===== config.mk =====
export PLATFORM = sky130hd
export DESIGN_NAME = aal_alu
export DESIGN_NICKNAME = d
export VERILOG_FILES = /design/src/verilog/aal_pkg.sv /design/src/verilog/aal_addsub.sv /design/src/verilog/aal_alu.sv
export SDC_FILE = /design/constraint.sdc
export NUM_CORES = 1
export LEC_CHECK = 0
export BUFFER_PORTS_ARGS = -buffer_cell sky130_fd_sc_hd__buf_2
export CORE_MARGIN = 2
export CORE_UTILIZATION = 40
export DETAILED_ROUTE_END_ITERATION = 7
export GPL_ROUTABILITY_DRIVEN = 0
export PLACE_DENSITY = 0.65
export SYNTH_ARGS = -nofsm -noshare
export SYNTH_HDL_FRONTEND = slang
export SYNTH_SLANG_ARGS = --single-unit

===== constraint.sdc =====
create_clock -name i_sys_clk -period 6.7 [get_ports i_sys_clk]
set_input_delay 1.34 -clock i_sys_clk [delete_from_list [all_inputs] [get_ports i_sys_clk]]
set_output_delay 1.34 -clock i_sys_clk [all_outputs]
set_load 0.005 [all_outputs]

===== src/verilog/aal_pkg.sv =====
// What this block does
// RULE1: add-with-carry stores dst plus src plus carry; sets Z,C,N,V,H in one cycle.
// RULE2: minus_immediate stores dst minus constant; sets Z,C,N,V,H in one cycle.
// RULE3: minus_with_borrow stores dst minus src minus carry; sets all five flags, one cycle.
// RULE4: minus_imm_with_borrow stores dst minus constant minus carry; five flags, one cycle.
// RULE5: conjunction_imm writes dst AND constant; only Z,N,V change, C and H kept.
// RULE6: disjunction_imm writes dst OR constant in one cycle; only Z,N,V change.
// RULE7: set_mask_bits ORs the mask into dst in one cycle; only Z,N,V change.
// RULE8: clear_mask_bits ANDs dst with all-ones minus mask; only Z,N,V change.
// RULE9: zero_sign_test ANDs dst with itself, value unchanged; Z,N,V updated in one cycle.
// RULE10: flags not affected by an executed operation keep their previous value.
package aal_pkg;
  localparam int DATA_W = 8;

  typedef logic [DATA_W-1:0] aal_byte_t;

  typedef enum logic [3:0] {
    OP_ADD,
    OP_ADD_CARRY,
    OP_SUB,
    OP_MINUS_IMMEDIATE,
    OP_MINUS_WITH_BORROW,
    OP_MINUS_IMM_WITH_BORROW,
    OP_AND,
    OP_CONJUNCTION_IMM,
    OP_OR,
    OP_DISJUNCTION_IMM,
    OP_XOR,
    OP_SET_MASK_BITS,
    OP_CLEAR_MASK_BITS,
    OP_ZERO_SIGN_TEST
  } aal_op_e;

  // status flag bit positions
  localparam int FLAG_C = 0;
  localparam int FLAG_Z = 1;
  localparam int FLAG_N = 2;
  localparam int FLAG_V = 3;
  localparam int FLAG_S = 4;
  localparam int FLAG_H = 5;

  localparam aal_byte_t FLAGS_RESET   = 8'h00;
  localparam aal_byte_t FLAGS_WR_MASK = 8'h3f;
  localparam aal_byte_t ALL_ONES      = 8'hff;
  localparam aal_byte_t RESULT_RESET  = 8'h00;

  // register byte offsets on the control bus
  localparam logic [31:0] REG_FLAGS_OFS  = 32'h0000_0000;
  localparam logic [31:0] REG_RESULT_OFS = 32'h0000_0004;

  localparam logic [1:0] SEL_NONE   = 2'h0;
  localparam logic [1:0] SEL_FLAGS  = 2'h1;
  localparam logic [1:0] SEL_RESULT = 2'h2;

  localparam logic [1:0] RESP_OKAY   = 2'h0;
  localparam logic [1:0] RESP_SLVERR = 2'h2;
endpackage


===== src/verilog/aal_addsub.sv =====
`timescale 1ns/10ps
// shared adder for add and subtract forms; subtract is a + ~b + ~borrow
module aal_addsub (
  input  wire logic [7:0] i_a,
  input  wire logic [7:0] i_b,
  input  wire logic       i_cin,
  input  wire logic       i_sub,
  output logic      [7:0] o_sum,
  output logic            o_carry,
  output logic            o_half,
  output logic            o_ovf
);
  logic [7:0] b_eff;
  logic       c_eff;
  logic [4:0] low;
  logic [8:0] full;

  always_comb begin
    b_eff   = i_sub ? ~i_b : i_b;
    c_eff   = i_sub ? ~i_cin : i_cin;
    low     = {1'b0, i_a[3:0]} + {1'b0, b_eff[3:0]} + {4'h0, c_eff};
    full    = {1'b0, i_a} + {1'b0, b_eff} + {8'h00, c_eff};
    o_sum   = full[7:0];
    // carry out of an inverted subtract is the complement of the borrow
    o_carry = full[8] ^ i_sub;
    o_half  = low[4] ^ i_sub;
    o_ovf   = (i_a[7] == b_eff[7]) && (full[7] != i_a[7]);
  end
endmodule


===== src/verilog/aal_alu.sv =====
`timescale 1ns/10ps
module aal_alu
  import aal_pkg::*;
#(
  parameter int AXI_AW = 8
) (
  input  wire logic                  i_sys_clk,
  input  wire logic                  i_arst_n,
  input  wire logic                  i_op_valid,
  input  wire aal_pkg::aal_op_e      i_op,
  input  wire aal_pkg::aal_byte_t    i_dst,
  input  wire aal_pkg::aal_byte_t    i_src_operand,
  output aal_pkg::aal_byte_t         o_result,
  output logic                       o_result_valid,
  output aal_pkg::aal_byte_t         o_flags,
  input  wire logic                  i_s_axi_awvalid,
  output logic                       o_s_axi_awready,
  input  wire logic [AXI_AW-1:0]     i_s_axi_awaddr,
  input  wire logic                  i_s_axi_wvalid,
  output logic                       o_s_axi_wready,
  input  wire logic [31:0]           i_s_axi_wdata,
  input  wire logic [3:0]            i_s_axi_wstrb,
  output logic                       o_s_axi_bvalid,
  input  wire logic                  i_s_axi_bready,
  output logic [1:0]                 o_s_axi_bresp,
  input  wire logic                  i_s_axi_arvalid,
  output logic                       o_s_axi_arready,
  input  wire logic [AXI_AW-1:0]     i_s_axi_araddr,
  output logic                       o_s_axi_rvalid,
  input  wire logic                  i_s_axi_rready,
  output logic [31:0]                o_s_axi_rdata,
  output logic [1:0]                 o_s_axi_rresp
);
  import aal_pkg::*;

  if (AXI_AW < 3 || AXI_AW > 32) begin : g_bad_aw
    $error("AXI_AW must lie between 3 and 32");
  end

  typedef struct packed {
    aal_byte_t         result;
    logic              res_valid;
    aal_byte_t         flags;
    logic              awready;
    logic              wready;
    logic              aw_got;
    logic [AXI_AW-1:0] aw_addr;
    logic              w_got;
    aal_byte_t         w_data;
    logic              w_strb0;
    logic              bvalid;
    logic [1:0]        bresp;
    logic              arready;
    logic              rvalid;
    logic [31:0]       rdata;
    logic [1:0]        rresp;
  } aal_state_s;

  aal_state_s st;
  aal_state_s next_st;

  logic      as_sub;
  logic      as_cin;
  aal_byte_t as_sum;
  logic      as_c;
  logic      as_h;
  logic      as_v;
  logic      wr_fire;

  function automatic logic [1:0] reg_sel(input logic [AXI_AW-1:0] addr);
    if (addr == AXI_AW'(REG_FLAGS_OFS)) begin
      return SEL_FLAGS;
    end
    if (addr == AXI_AW'(REG_RESULT_OFS)) begin
      return SEL_RESULT;
    end
    return SEL_NONE;
  endfunction

  // logic forms: V cleared, N from the top bit; C, H and S untouched
  function automatic aal_byte_t logic_flags(input aal_byte_t f, input aal_byte_t r);
    aal_byte_t o;
    o         = f;
    o[FLAG_Z] = (r == '0);
    o[FLAG_N] = r[DATA_W-1];
    o[FLAG_V] = 1'b0;
    return o;
  endfunction

  function automatic aal_byte_t arith_flags(input aal_byte_t f, input aal_byte_t r,
                                            input logic c, input logic h, input logic v);
    aal_byte_t o;
    o         = f;
    o[FLAG_Z] = (r == '0);
    // S is affected by no form here, so only a bus write moves it
    o[FLAG_N] = r[DATA_W-1];
    o[FLAG_V] = v;
    o[FLAG_C] = c;
    o[FLAG_H] = h;
    return o;
  endfunction

  always_comb begin
    as_sub = (i_op == OP_SUB) || (i_op == OP_MINUS_IMMEDIATE) ||
             (i_op == OP_MINUS_WITH_BORROW) || (i_op == OP_MINUS_IMM_WITH_BORROW);
    as_cin = st.flags[FLAG_C] && ((i_op == OP_ADD_CARRY) || (i_op == OP_MINUS_WITH_BORROW) ||
                                  (i_op == OP_MINUS_IMM_WITH_BORROW));
  end

  aal_addsub u_addsub (
    .i_a     (i_dst),
    .i_b     (i_src_operand),
    .i_cin   (as_cin),
    .i_sub   (as_sub),
    .o_sum   (as_sum),
    .o_carry (as_c),
    .o_half  (as_h),
    .o_ovf   (as_v)
  );

  always_comb begin
    next_st           = st;
    next_st.res_valid = 1'b0;
    wr_fire           = st.aw_got && st.w_got && !st.bvalid;

    if (i_s_axi_awvalid && st.awready) begin
      next_st.aw_got  = 1'b1;
      next_st.aw_addr = i_s_axi_awaddr;
    end
    if (i_s_axi_wvalid && st.wready) begin
      next_st.w_got   = 1'b1;
      next_st.w_data  = i_s_axi_wdata[7:0];
      next_st.w_strb0 = i_s_axi_wstrb[0];
    end
    if (st.bvalid && i_s_axi_bready) begin
      next_st.bvalid = 1'b0;
    end
    if (wr_fire) begin
      next_st.aw_got = 1'b0;
      next_st.w_got  = 1'b0;
      next_st.bvalid = 1'b1;
      next_st.bresp  = (reg_sel(st.aw_addr) == SEL_NONE) ? RESP_SLVERR : RESP_OKAY;
      // software may preload flags, e.g. the carry that feeds the next borrow op
      if (reg_sel(st.aw_addr) == SEL_FLAGS && st.w_strb0) begin
        next_st.flags = st.w_data & FLAGS_WR_MASK;
      end
    end
    next_st.awready = !next_st.aw_got && !next_st.bvalid;
    next_st.wready  = !next_st.w_got && !next_st.bvalid;

    if (st.rvalid && i_s_axi_rready) begin
      next_st.rvalid = 1'b0;
    end
    if (i_s_axi_arvalid && st.arready) begin
      next_st.rvalid = 1'b1;
      next_st.rresp  = RESP_OKAY;
      case (reg_sel(i_s_axi_araddr))
        SEL_FLAGS: begin
          next_st.rdata = {24'h000000, st.flags};
        end
        SEL_RESULT: begin
          next_st.rdata = {24'h000000, st.result};
        end
        default: begin
          next_st.rdata = 32'h0000_0000;
          next_st.rresp = RESP_SLVERR;
        end
      endcase
    end
    next_st.arready = !next_st.rvalid;

    // an executing op owns the flags: a bus write landing in the same cycle is dropped
    if (i_op_valid) begin
      next_st.res_valid = 1'b1;
      next_st.flags     = st.flags;
      case (i_op)
        OP_ADD, OP_ADD_CARRY, OP_SUB, OP_MINUS_IMMEDIATE, OP_MINUS_WITH_BORROW,
        OP_MINUS_IMM_WITH_BORROW: begin
          next_st.result = as_sum; // RULE1 RULE2 RULE3 RULE4
          next_st.flags  = arith_flags(st.flags, as_sum, as_c, as_h, as_v); // RULE1 RULE2 RULE3 RULE4
        end
        OP_AND, OP_CONJUNCTION_IMM: begin
          next_st.result = i_dst & i_src_operand; // RULE5
          next_st.flags  = logic_flags(st.flags, i_dst & i_src_operand); // RULE5 RULE10
        end
        OP_OR, OP_DISJUNCTION_IMM, OP_SET_MASK_BITS: begin
          next_st.result = i_dst | i_src_operand; // RULE6 RULE7
          next_st.flags  = logic_flags(st.flags, i_dst | i_src_operand); // RULE6 RULE7 RULE10
        end
        OP_XOR: begin
          next_st.result = i_dst ^ i_src_operand;
          next_st.flags  = logic_flags(st.flags, i_dst ^ i_src_operand);
        end
        OP_CLEAR_MASK_BITS: begin
          next_st.result = i_dst & (ALL_ONES - i_src_operand); // RULE8
          next_st.flags  = logic_flags(st.flags, i_dst & (ALL_ONES - i_src_operand)); // RULE8 RULE10
        end
        OP_ZERO_SIGN_TEST: begin
          next_st.result = i_dst & i_dst; // RULE9
          next_st.flags  = logic_flags(st.flags, i_dst); // RULE9 RULE10
        end
        default: begin
          next_st.res_valid = 1'b0;
        end
      endcase
    end
  end

  always_ff @(posedge i_sys_clk or negedge i_arst_n) begin
    if (!i_arst_n) begin
      st         <= '0;
      st.result  <= RESULT_RESET;
      st.flags   <= FLAGS_RESET;
      st.awready <= 1'b1;
      st.wready  <= 1'b1;
      st.arready <= 1'b1;
    end else begin
      st <= next_st;
    end
  end

  assign o_result        = st.result;
  assign o_result_valid  = st.res_valid;
  assign o_flags         = st.flags;
  assign o_s_axi_awready = st.awready;
  assign o_s_axi_wready  = st.wready;
  assign o_s_axi_bvalid  = st.bvalid;
  assign o_s_axi_bresp   = st.bresp;
  assign o_s_axi_arready = st.arready;
  assign o_s_axi_rvalid  = st.rvalid;
  assign o_s_axi_rdata   = st.rdata;
  assign o_s_axi_rresp   = st.rresp;
endmodule


==> results.json, run 1 <==
{
  "post-route-min-period_ns": 4.27,
  "critPathRequiredTime_ns": 6.88,
  "io_pins": 138,
  "nets": 558,
  "cp_cell_sequence": "buf_2 > inv_1 > nand2_1 > a21oi_1 > buf_4 > xnor2_1 > fa_1 > fa_1 > nor2b_1 > o21ai_0 > o31ai_1 > xnor2_1 > a32oi_1 > mux2_2",
  "synth_ff_type": "dfrtp_1",
  "worstMarginPinSlew_ns": 1.03,
  "crit_end": "o_result[6]",
  "netlist_area_sq_um": 3680,
  "grt_usage_pct": 16.9,
  "grt_first_pass_wirelength_microns": 13600,
  "crit_family": "adder cells",
  "total_power_uw": 938,
  "startpoint_type": "primary input",
  "r2r_start": "o_flags[0]",
  "status": "complete, no violations",
  "seq_area_frac_synth_pct": 32.1,
  "crit_path_start": "i_op[2]",
  "root_buffer": "clkbuf_8",
  "synth_top_area_share_pct": 30.0,
  "antenna_found_initial": 0,
  "setup_slack_ns": 2.43,
  "cp.depth": 14,
  "cts_max_path_buffers": 2,
  "antenna_left": 0,
  "powerDensity_nw_per_um2": 236,
  "layout_common_cells": "80 x buf_2, 44 x dfrtp_1, 31 x ha_1, 30 x o21ai_0, 28 x conb_1",
  "gr-total-overflow": 0,
  "r2r_slack_ns": 3.71,
  "max-vdd-ir-drop_mv": 0.109,
  "maxSlewViolCount": 0,
  "grt_max_degree": 48,
  "finClkSkew_ns": 0.0114,
  "clk_pin_slew_ns": 0.09,
  "die_area_sq_um": 9970,
  "numCtsBuffers": 5,
  "yosysUniqueCellTypes": 55,
  "mostFrequentLayoutCell": "buf_2",
  "areaGrowthSynthToFinish_pct": 8.07,
  "r2r-end": "o_result[6]",
  "slowest_stage": "fa_1",
  "hold_class": "reg -> reg",
  "initial_core_util_pct": 41.7,
  "p_leak_uw": 0.00197,
  "clock_latency_ns": 0.30,
  "drive_gt1_share_pct": 26.9,
  "ys_top_cells_by_area": "dfrtp_1 30%, buf_4 11%, ha_1 11%, mux2_2 5.2%, o21ai_0 4.1%",
  "cts_sinks": 47,
  "critical_path_class": "in -> reg",
  "cts_tree": "built",
  "cp-end-kind": "register",
  "drt-wirelength-per-cell_microns": 15.3,
  "totalWireLength_microns": 8470,
  "cts_hold_buf": 0,
  "finalSetupTns_ns": 0,
  "via_count": 2956,
  "firstDrtPassIters": 6,
  "post_cts_resized": 0,
  "finalHoldViolCount": 0,
  "io_buffers": 80,
  "critPathMaxFanout": 14,
  "synth_edf_count": 0,
  "core_area_sq_um": 8810,
  "num_antenna_cells": 0,
  "drc": 0,
  "fillers": 855,
  "rows": 34,
  "grt_pass1_vias": 2777,
  "drtIter0Drc": 243,
  "fmax_mhz": 234,
  "post_drt_via_cell_ratio": 5.34,
  "finalSetupViolCount": 0,
  "h-tree-depth": 2,
  "die_x_microns": 99.9,
  "ys_seq_elements": 47,
  "yosysTopAreaCell": "dfrtp_1",
  "syn_area_per_cell_sq_um": 9.33,
  "die_h_microns": 99.9,
  "timing.final.crit_share_pct": 63.8,
  "synth_cells": 394,
  "rsz0062_at_grt": "no",
  "pre_cts_ws_ns": 2.16,
  "yosys_warnings": 0,
  "maxCapViolCount": 0,
  "hpwl_microns": 6720,
  "synthArstFlopShare_pct": 100,
  "crit_buf_inv": 3,
  "critPathArrivalTime_ns": 4.45,
  "reg2reg_depth": 11,
  "slew_headroom_pct": 31.5,
  "cts_setup_buffers": 0,
  "critical-path-max-stage-delay_ns": 0.45
}
## cells in the mapped netlist, types with 5 or more instances
cell / number
buf_4: 52
dfrtp_1: 44
ha_1: 31
o21ai_0: 30
inv_1: 27
nand2_1: 20
nor2_1: 18
a21oi_1: 17
mux2_2: 17
xnor2_1: 13
nor4_1: 11
buf_2: 7
mux2i_1: 7
nor2b_1: 7
a21o_1: 6
a221oi_1: 6
a22oi_1: 5
nand2b_1: 5
nor3b_1: 5
## area by class of cell
class,instances,area (sq um),area share (%)
Clock inverter,1,7.51,0.189
Clock buffer,7,96.3,2.43
Timing Repair Buffer,81,408,10.3
Sequential cell,47,1180,29.7
Tap cell,108,135,3.40
Multi-Input combinational cell,283,2040,51.5
Inverter,27,101,2.55
## how the worst min path moves through the flow
| stage | endpoint | slack, ns | depth (start not counted) | start |
|---|---|---|---|---|
| after floorplan | o_s_axi_wready | 0.39 | 1 | st[48] |
| after global placement | o_s_axi_wready | 0.41 | 1 | st[48] |
| after detailed placement | o_s_axi_wready | 0.42 | 1 | st[48] |
| after CTS | o_s_axi_wready | 0.43 | 1 | st[48] |
| after global routing | o_s_axi_wready | 0.45 | 1 | st[48] |
| final | o_s_axi_wready | 0.43 | 1 | st[48] |
## per-layer routing
metal  global-route usage [%]  vias to the layer above  wire length (microns)
li1                         -                     1417                      -
met1                     24.1                     1387                   3980
met2                     27.0                      134                   3730
met3                     2.30                       18                    578
met4                     4.64                        0                    181
met5                        0                        -                      0
## sequential cells by signal (all words and copies together) (netlist names)
name	cells
st	17
o_result	8
o_s_axi_rdata	8
o_flags	6
o_result_valid	1
o_s_axi_arready	1
o_s_axi_awready	1
o_s_axi_bresp	1
o_s_axi_bvalid	1
o_s_axi_rresp	1
o_s_axi_rvalid	1
o_s_axi_wready	1
## power by group
part	switching, uW	internal (uW)	total, uW
Clock	92.5	93.9	186
Sequential	52.8	372	424
Combinational	165	162	327
## cell families (layout without fill, tap and decap cells)
| logic type | count (synthesis) | after routing | share of synthesized area, % |
|---|---|---|---|
| DFF | 47 | 47 | 32.1 |
| other | 1 | 28 | 0.102 |
| xor gates and xnor gates | 15 | 15 | 3.57 |
| AOI/OAI and AO/OA | 93 | 93 | 17.1 |
| muxes | 24 | 24 | 7.11 |
| buffers and inverters | 91 | 116 | 15.0 |
| and+or+nand+nor | 90 | 90 | 13.3 |
| adders and majority gates | 33 | 33 | 11.6 |
## through the flow
| step | cells | area (sq um) | hold WS (ns) | util, % |
|---|---|---|---|---|
| after floorplan | 421 | 3780 | 0.390 | - |
| after global placement | 546 | 3870 | 0.406 | 43.9 |
| after detailed placement | 546 | 3870 | 0.421 | 43.9 |
| after CTS | 554 | 3970 | 0.431 | 45.1 |
| after global routing | 554 | 3970 | 0.452 | 45.1 |
| final | 554 | 3970 | 0.429 | 45.1 |
Power figures use the tool's default switching activity.
==> run 2: changes to the inputs <==
--- a/config.mk
+++ b/config.mk
@@ -5,12 +5,13 @@
 export SDC_FILE = /design/constraint.sdc
 export NUM_CORES = 1
 export LEC_CHECK = 0
+export ABC_AREA = 1
 export BUFFER_PORTS_ARGS = -buffer_cell sky130_fd_sc_hd__buf_2
 export CORE_MARGIN = 2
 export CORE_UTILIZATION = 40
 export DETAILED_ROUTE_END_ITERATION = 7
 export GPL_ROUTABILITY_DRIVEN = 0
-export PLACE_DENSITY = 0.65
+export PLACE_DENSITY = 0.67
 export SYNTH_ARGS = -nofsm -noshare
 export SYNTH_HDL_FRONTEND = slang
 export SYNTH_SLANG_ARGS = --single-unit
==> constraint.sdc (replaced) <==
create_clock -name i_sys_clk -period 3.7 [get_ports i_sys_clk]
set_input_delay 0.74 -clock i_sys_clk [delete_from_list [all_inputs] [get_ports i_sys_clk]]
set_output_delay 0.74 -clock i_sys_clk [all_outputs]
set_load 0.005 [all_outputs]
==> results.json, run 2 <==
{
  "status": "complete, no violations",
  "initial_core_util_pct": 41.3,
  "antenna_found_initial": 0,
  "mostFrequentLayoutCell": "nand2_1",
  "synth_ff_type": "dfrtp_1",
  "fmax_mhz": 342,
  "multiInputGateArea_sq_um": 2060,
  "r2r_slack_ns": 1.18,
  "p_leak_uw": 0.00232,
  "worstMarginPinSlew_ns": 1.04,
  "top_register": "st",
  "netlist_area_sq_um": 3820,
  "layout_common_cells": "137 x nand2_1, 80 x buf_2, 60 x inv_1, 45 x nor2_1, 44 x dfrtp_1",
  "antenna_left": 0,
  "synth_edf_count": 0,
  "powerDensity_nw_per_um2": 425,
  "rsz0062_at_grt": "no",
  "io_pins": 138,
  "post_cts_resized": 0,
  "seq_area_frac_synth_pct": 30.9,
  "root_buffer": "clkbuf_8",
  "synth_common_cells": "137 x nand2_1, 60 x inv_1, 52 x buf_4",
  "clk_pin_slew_ns": 0.08,
  "die_area_sq_um": 10300,
  "die_x_microns": 102,
  "core_area_sq_um": 9240,
  "post_drt_via_cell_ratio": 4.75,
  "drc": 0,
  "cts_tree": "built",
  "yosysTopAreaCell": "dfrtp_1",
  "cts_sinks": 47,
  "seq_area_sq_um": 1180,
  "yosysUniqueCellTypes": 41,
  "ys_top_cells_by_area": "dfrtp_1 29%, nand2_1 13%, buf_4 10%, ha_1 10%, inv_1 5.9%",
  "finClkSkew_ns": 0.00848,
  "slew_headroom_pct": 30.7,
  "largest_register_ffs": 17,
  "maxCapViolCount": 0,
  "hold_class": "reg -> reg",
  "io_buffers": 80,
  "num_antenna_cells": 0,
  "die_h_microns": 102,
  "startpoint_type": "primary input",
  "totalWireLength_microns": 8810,
  "via_count": 3408,
  "critical_path_class": "in -> reg",
  "syn_area_per_cell_sq_um": 7.24,
  "critPathMaxFanout": 8,
  "numCtsBuffers": 5,
  "rows": 35,
  "cts_setup_buffers": 0,
  "finalHoldViolCount": 0,
  "cts_max_path_buffers": 2,
  "grt_max_degree": 48,
  "synthArstFlopShare_pct": 100,
  "clock_latency_ns": 0.29,
  "h-tree-depth": 2,
  "total_power_uw": 1780,
  "synth_top_area_share_pct": 28.9,
  "areaGrowthSynthToFinish_pct": 9.61,
  "hpwl_microns": 7240,
  "yosys_warnings": 0,
  "fillers": 951,
  "grt_usage_pct": 16.6,
  "yosysMostFrequentCell": "nand2_1",
  "firstDrtPassIters": 4,
  "synth_cells": 527,
  "max-vdd-ir-drop_mv": 0.186,
  "drtIter0Drc": 211,
  "finalSetupViolCount": 0,
  "drive_gt1_share_pct": 19.4,
  "timing.final.crit_share_pct": 79.0,
  "cts_hold_buf": 0,
  "nets": 700,
  "cp-end-kind": "register",
  "gr-total-overflow": 0,
  "post-route-min-period_ns": 2.92,
  "critPathArrivalTime_ns": 3.15,
  "maxSlewViolCount": 0,
  "ys_seq_elements": 47,
  "drt-wirelength-per-cell_microns": 12.3,
  "grt_first_pass_wirelength_microns": 13800,
  "grt_pass1_vias": 3032,
  "critPathRequiredTime_ns": 3.93,
  "finalSetupTns_ns": 0
}
==> run 2: changes by cell type in the layout (fill, tap and decap cells not counted), sizes merged, moves of 8 or more <==
cell,previous run,this run
nor4,11,0
nand3,4,27
nor2,18,48
nand4,4,12
nand2,20,142
mux2,17,0
inv,27,68
xnor2,13,1
==> run 2: layer usage <==
metal,track usage [%],vias up,share of wire [%]
met2,27.2,114,47
met1,23.4,1560,45
met4,4.26,0,1.3
li1,-,1725,-
met3,1.86,9,6.8
met5,0,-,0
==> run 2: worst paths after layout <==
| check | from | to | cells past startpoint |
|---|---|---|---|
| worst max-delay path | i_op[1] | o_flags[1] | 20 |
| worst min register to register | o_s_axi_rvalid | o_s_axi_arready | 1 |
| max in group asynchronous | i_arst_n | o_result_valid | 1 |
| worst min-delay path | o_s_axi_rvalid | o_s_axi_arready | 1 |
| min in group asynchronous | i_arst_n | st[53] | 1 |
| worst max register to register | o_flags[0] | o_flags[1] | 16 |
==> run 2: per-stage QoR <==
step | std cells | instance area (sq um) | worst slack, ns | hold slack [ns] | util [%]
3_5_place_dp | 709 | 4080 | 0.501 | 0.420 | 44.1
6_report | 717 | 4180 | 0.777 | 0.436 | 45.3
4_1_cts | 717 | 4180 | 0.798 | 0.432 | 45.3
2_1_floorplan | 554 | 3920 | 0.592 | 0.426 | -
5_1_grt | 717 | 4180 | 0.521 | 0.455 | 45.3
3_3_place_gp | 709 | 4080 | 0.574 | 0.407 | 44.1
==> run 2: cell families (layout without fill, tap and decap cells) <==
group	count (synthesis)	in the layout	synth area share, %
compound gates	71	71	10.7
xor+xnor	9	9	2.26
fa+ha+maj	33	33	11.2
buf+inv	125	159	17.6
other cells	1	28	0.0983
simple gates	241	241	27.2
flops	47	47	30.9
==> run 2: area by class of cell <==
class	count	area share (%)
clock buffer	7	1.82
sequential	47	28.2
clock inverter	1	0.718
inverter	70	6.28
timing repair buffer	81	9.75
tap	129	3.86
multi-input combinational	382	49.4
==> run 2: where the power goes <==
part | internal (uW) | switching [uW] | leakage, uW
Sequential | 685 | 92.7 | 0.000571
Combinational | 248 | 387 | 0.00170
Clock | 202 | 161 | 0.0000524
==> run 2: critical path: stages <==
cell and delay [ns]:
buf_2 0.15, nand2_1 0.11, inv_2 0.05, nor2_2 0.11, o211ai_1 0.11, nand2_1 0.07
o21ai_0 0.11, fa_1 0.43, fa_1 0.41, inv_1 0.10, nand2_1 0.07, nand2_1 0.09
nand2_1 0.05, nor2_1 0.10, nand3_1 0.08, nor2_1 0.09, nand3_1 0.08, nand2_1 0.09
nand2_1 0.05, nand2_1 0.05
==> run 3: changes to the inputs <==
==> constraint.sdc (replaced) <==
create_clock -name i_sys_clk -period 2.45 [get_ports i_sys_clk]
set_input_delay 0.49 -clock i_sys_clk [delete_from_list [all_inputs] [get_ports i_sys_clk]]
set_output_delay 0.49 -clock i_sys_clk [all_outputs]
set_load 0.005 [all_outputs]
==> results.json, run 3 (synthesis results as in run 2) <==
{
  "status": "finished with violations",
  "violations": "negative setup slack",
  "antenna_left": 0,
  "die_h_microns": 102,
  "hold_class": "in -> async",
  "cts_max_path_buffers": 2,
  "fmax_mhz": 403,
  "via_count": 3506,
  "top_register": "st",
  "grt_max_degree": 48,
  "fin_area_sq_um": 4480,
  "initial_core_util_pct": 41.3,
  "slowest_stage": "fa_2",
  "post_drt_via_cell_ratio": 4.71,
  "numCtsBuffers": 5,
  "fin_util_pct": 48.5,
  "timing.final.crit_share_pct": 101,
  "finalHoldViolCount": 0,
  "cts_sinks": 47,
  "slew_headroom_pct": 60.5,
  "crit_family": "adder cells",
  "grt_pass1_vias": 3200,
  "drive_gt1_share_pct": 25.2,
  "timing.critical_path.mode_cell": "nand2_1",
  "mostFrequentLayoutCell": "nand2_1",
  "crit_buf_inv": 5,
  "finClkSkew_ns": 0.0101,
  "die_x_microns": 102,
  "cts_tree": "built",
  "clock_latency_ns": 0.29,
  "finalSetupViolCount": 2,
  "firstDrtPassIters": 4,
  "io_buffers": 80,
  "h-tree-depth": 2,
  "worstMarginPinSlew_ns": 0.593,
  "critPathRequiredTime_ns": 2.67,
  "critPathMaxFanout": 6,
  "clk_pin_slew_ns": 0.08,
  "powerDensity_nw_per_um2": 628,
  "grt_first_pass_wirelength_microns": 14600,
  "largest_register_ffs": 17,
  "nets": 727,
  "layout_common_cells": "132 x nand2_1, 78 x buf_2, 59 x inv_1, 45 x nor2_1, 44 x dfrtp_1",
  "hold_ws_ns": 0.275,
  "rsz0062_at_grt": "yes",
  "antenna_found_initial": 0,
  "placed_area_sq_um": 4290,
  "hpwl_microns": 7530,
  "setup_slack_ns": -0.0304,
  "rows": 35,
  "totalWireLength_microns": 9280,
  "post-route-min-period_ns": 2.48,
  "root_buffer": "clkbuf_8",
  "max-vdd-ir-drop_mv": 0.291,
  "io_pins": 138,
  "drtIter0Drc": 188,
  "critical-path-max-stage-delay_ns": 0.42,
  "pre_cts_ws_ns": -0.269,
  "maxSlewViolCount": 0,
  "grt_usage_pct": 17.6,
  "cp-end-kind": "register",
  "drt-wirelength-per-cell_microns": 12.5,
  "critical_path_class": "in -> reg",
  "startpoint_type": "primary input",
  "critPathArrivalTime_ns": 2.70,
  "maxCapViolCount": 0,
  "gr-total-overflow": 0,
  "areaGrowthSynthToFinish_pct": 17.3,
  "die_area_sq_um": 10300,
  "cp_cell_sequence": "buf_12 > nand2_4 > inv_4 > nor2_4 > o211ai_1 > nand2_1 > o21ai_2 > fa_2 > fa_2 > inv_2 > nand3_2 > nand3_1 > nand2_1 > buf_4 > buf_4 > nand2_1 > nand3_1 > nand2_1",
  "drc": 0,
  "finalSetupTns_ns": -0.0556,
  "core_area_sq_um": 9240,
  "num_antenna_cells": 0,
  "p_leak_uw": 0.00248
}
==> run 3: cell types whose count changed in the layout (fill, tap and decap cells not counted), moves of 2 or more <==
cell	before	now
buf_2	80	78
buf_4	1	27
buf_6	0	2
fa_1	2	0
fa_2	0	2
nand2_1	137	132
nand2_2	5	8
nand2_4	0	2
nand3_1	24	22
nand3_2	3	5
==> run 3: cell type report <==
class / instances / area (sq um)
inverters: 70 / 265
repair buffers: 108 / 636
fillers: 939 / 4760
flip-flops and latches: 47 / 1180
multi-input cells: 382 / 2130
clock inverters: 1 / 30.0
clock buffers: 7 / 76.3
well taps: 129 / 161
==> run 3: report_power, final <==
group / switching (uW) / internal, uW / leakage, uW
Sequential: 142 / 1030 / 0.000571
Combinational: 629 / 461 / 0.00186
Clock: 240 / 305 / 0.0000524
==> run 3: metrics by stage <==
stage | std cells | power, uW
floorplan | 554 | 1940
global placement | 734 | 2200
detailed placement | 734 | 2240
CTS | 742 | 2800
global route | 744 | 3060
finish | 744 | 2810
==> run 3: timing repair <==
| action | CTS | global route |
|---|---|---|
| resized for setup | 0 | 20 |
| setup buffers | 0 | 2 |
| endpoints found under the setup margin | 0 | 10 |
| hold buffers | 0 | 0 |
==> run 3: per-layer routing <==
metal	GRT usage [%]	share of wire, %	vias to the layer above
met5	0	0	-
met4	5.30	1.3	0
met3	1.10	4.4	9
met2	29.3	47	124
met1	24.7	47	1595
li1	-	-	1778
==> run 3: final timing paths <==
path	from	end	slack [ns]	depth (start not counted)
hold reg to reg	o_s_axi_rvalid	o_s_axi_arready	0.43	1
max in group asynchronous	i_arst_n	o_result[2]	1.76	2
hold / removal	i_arst_n	st[53]	0.27	2
setup / recovery	i_op[1]	o_result[4]	-0.03	18
min in group i_sys_clk	i_s_axi_awaddr[0]	st[49]	0.38	3
setup reg to reg	o_flags[0]	o_result[4]	0.11	14
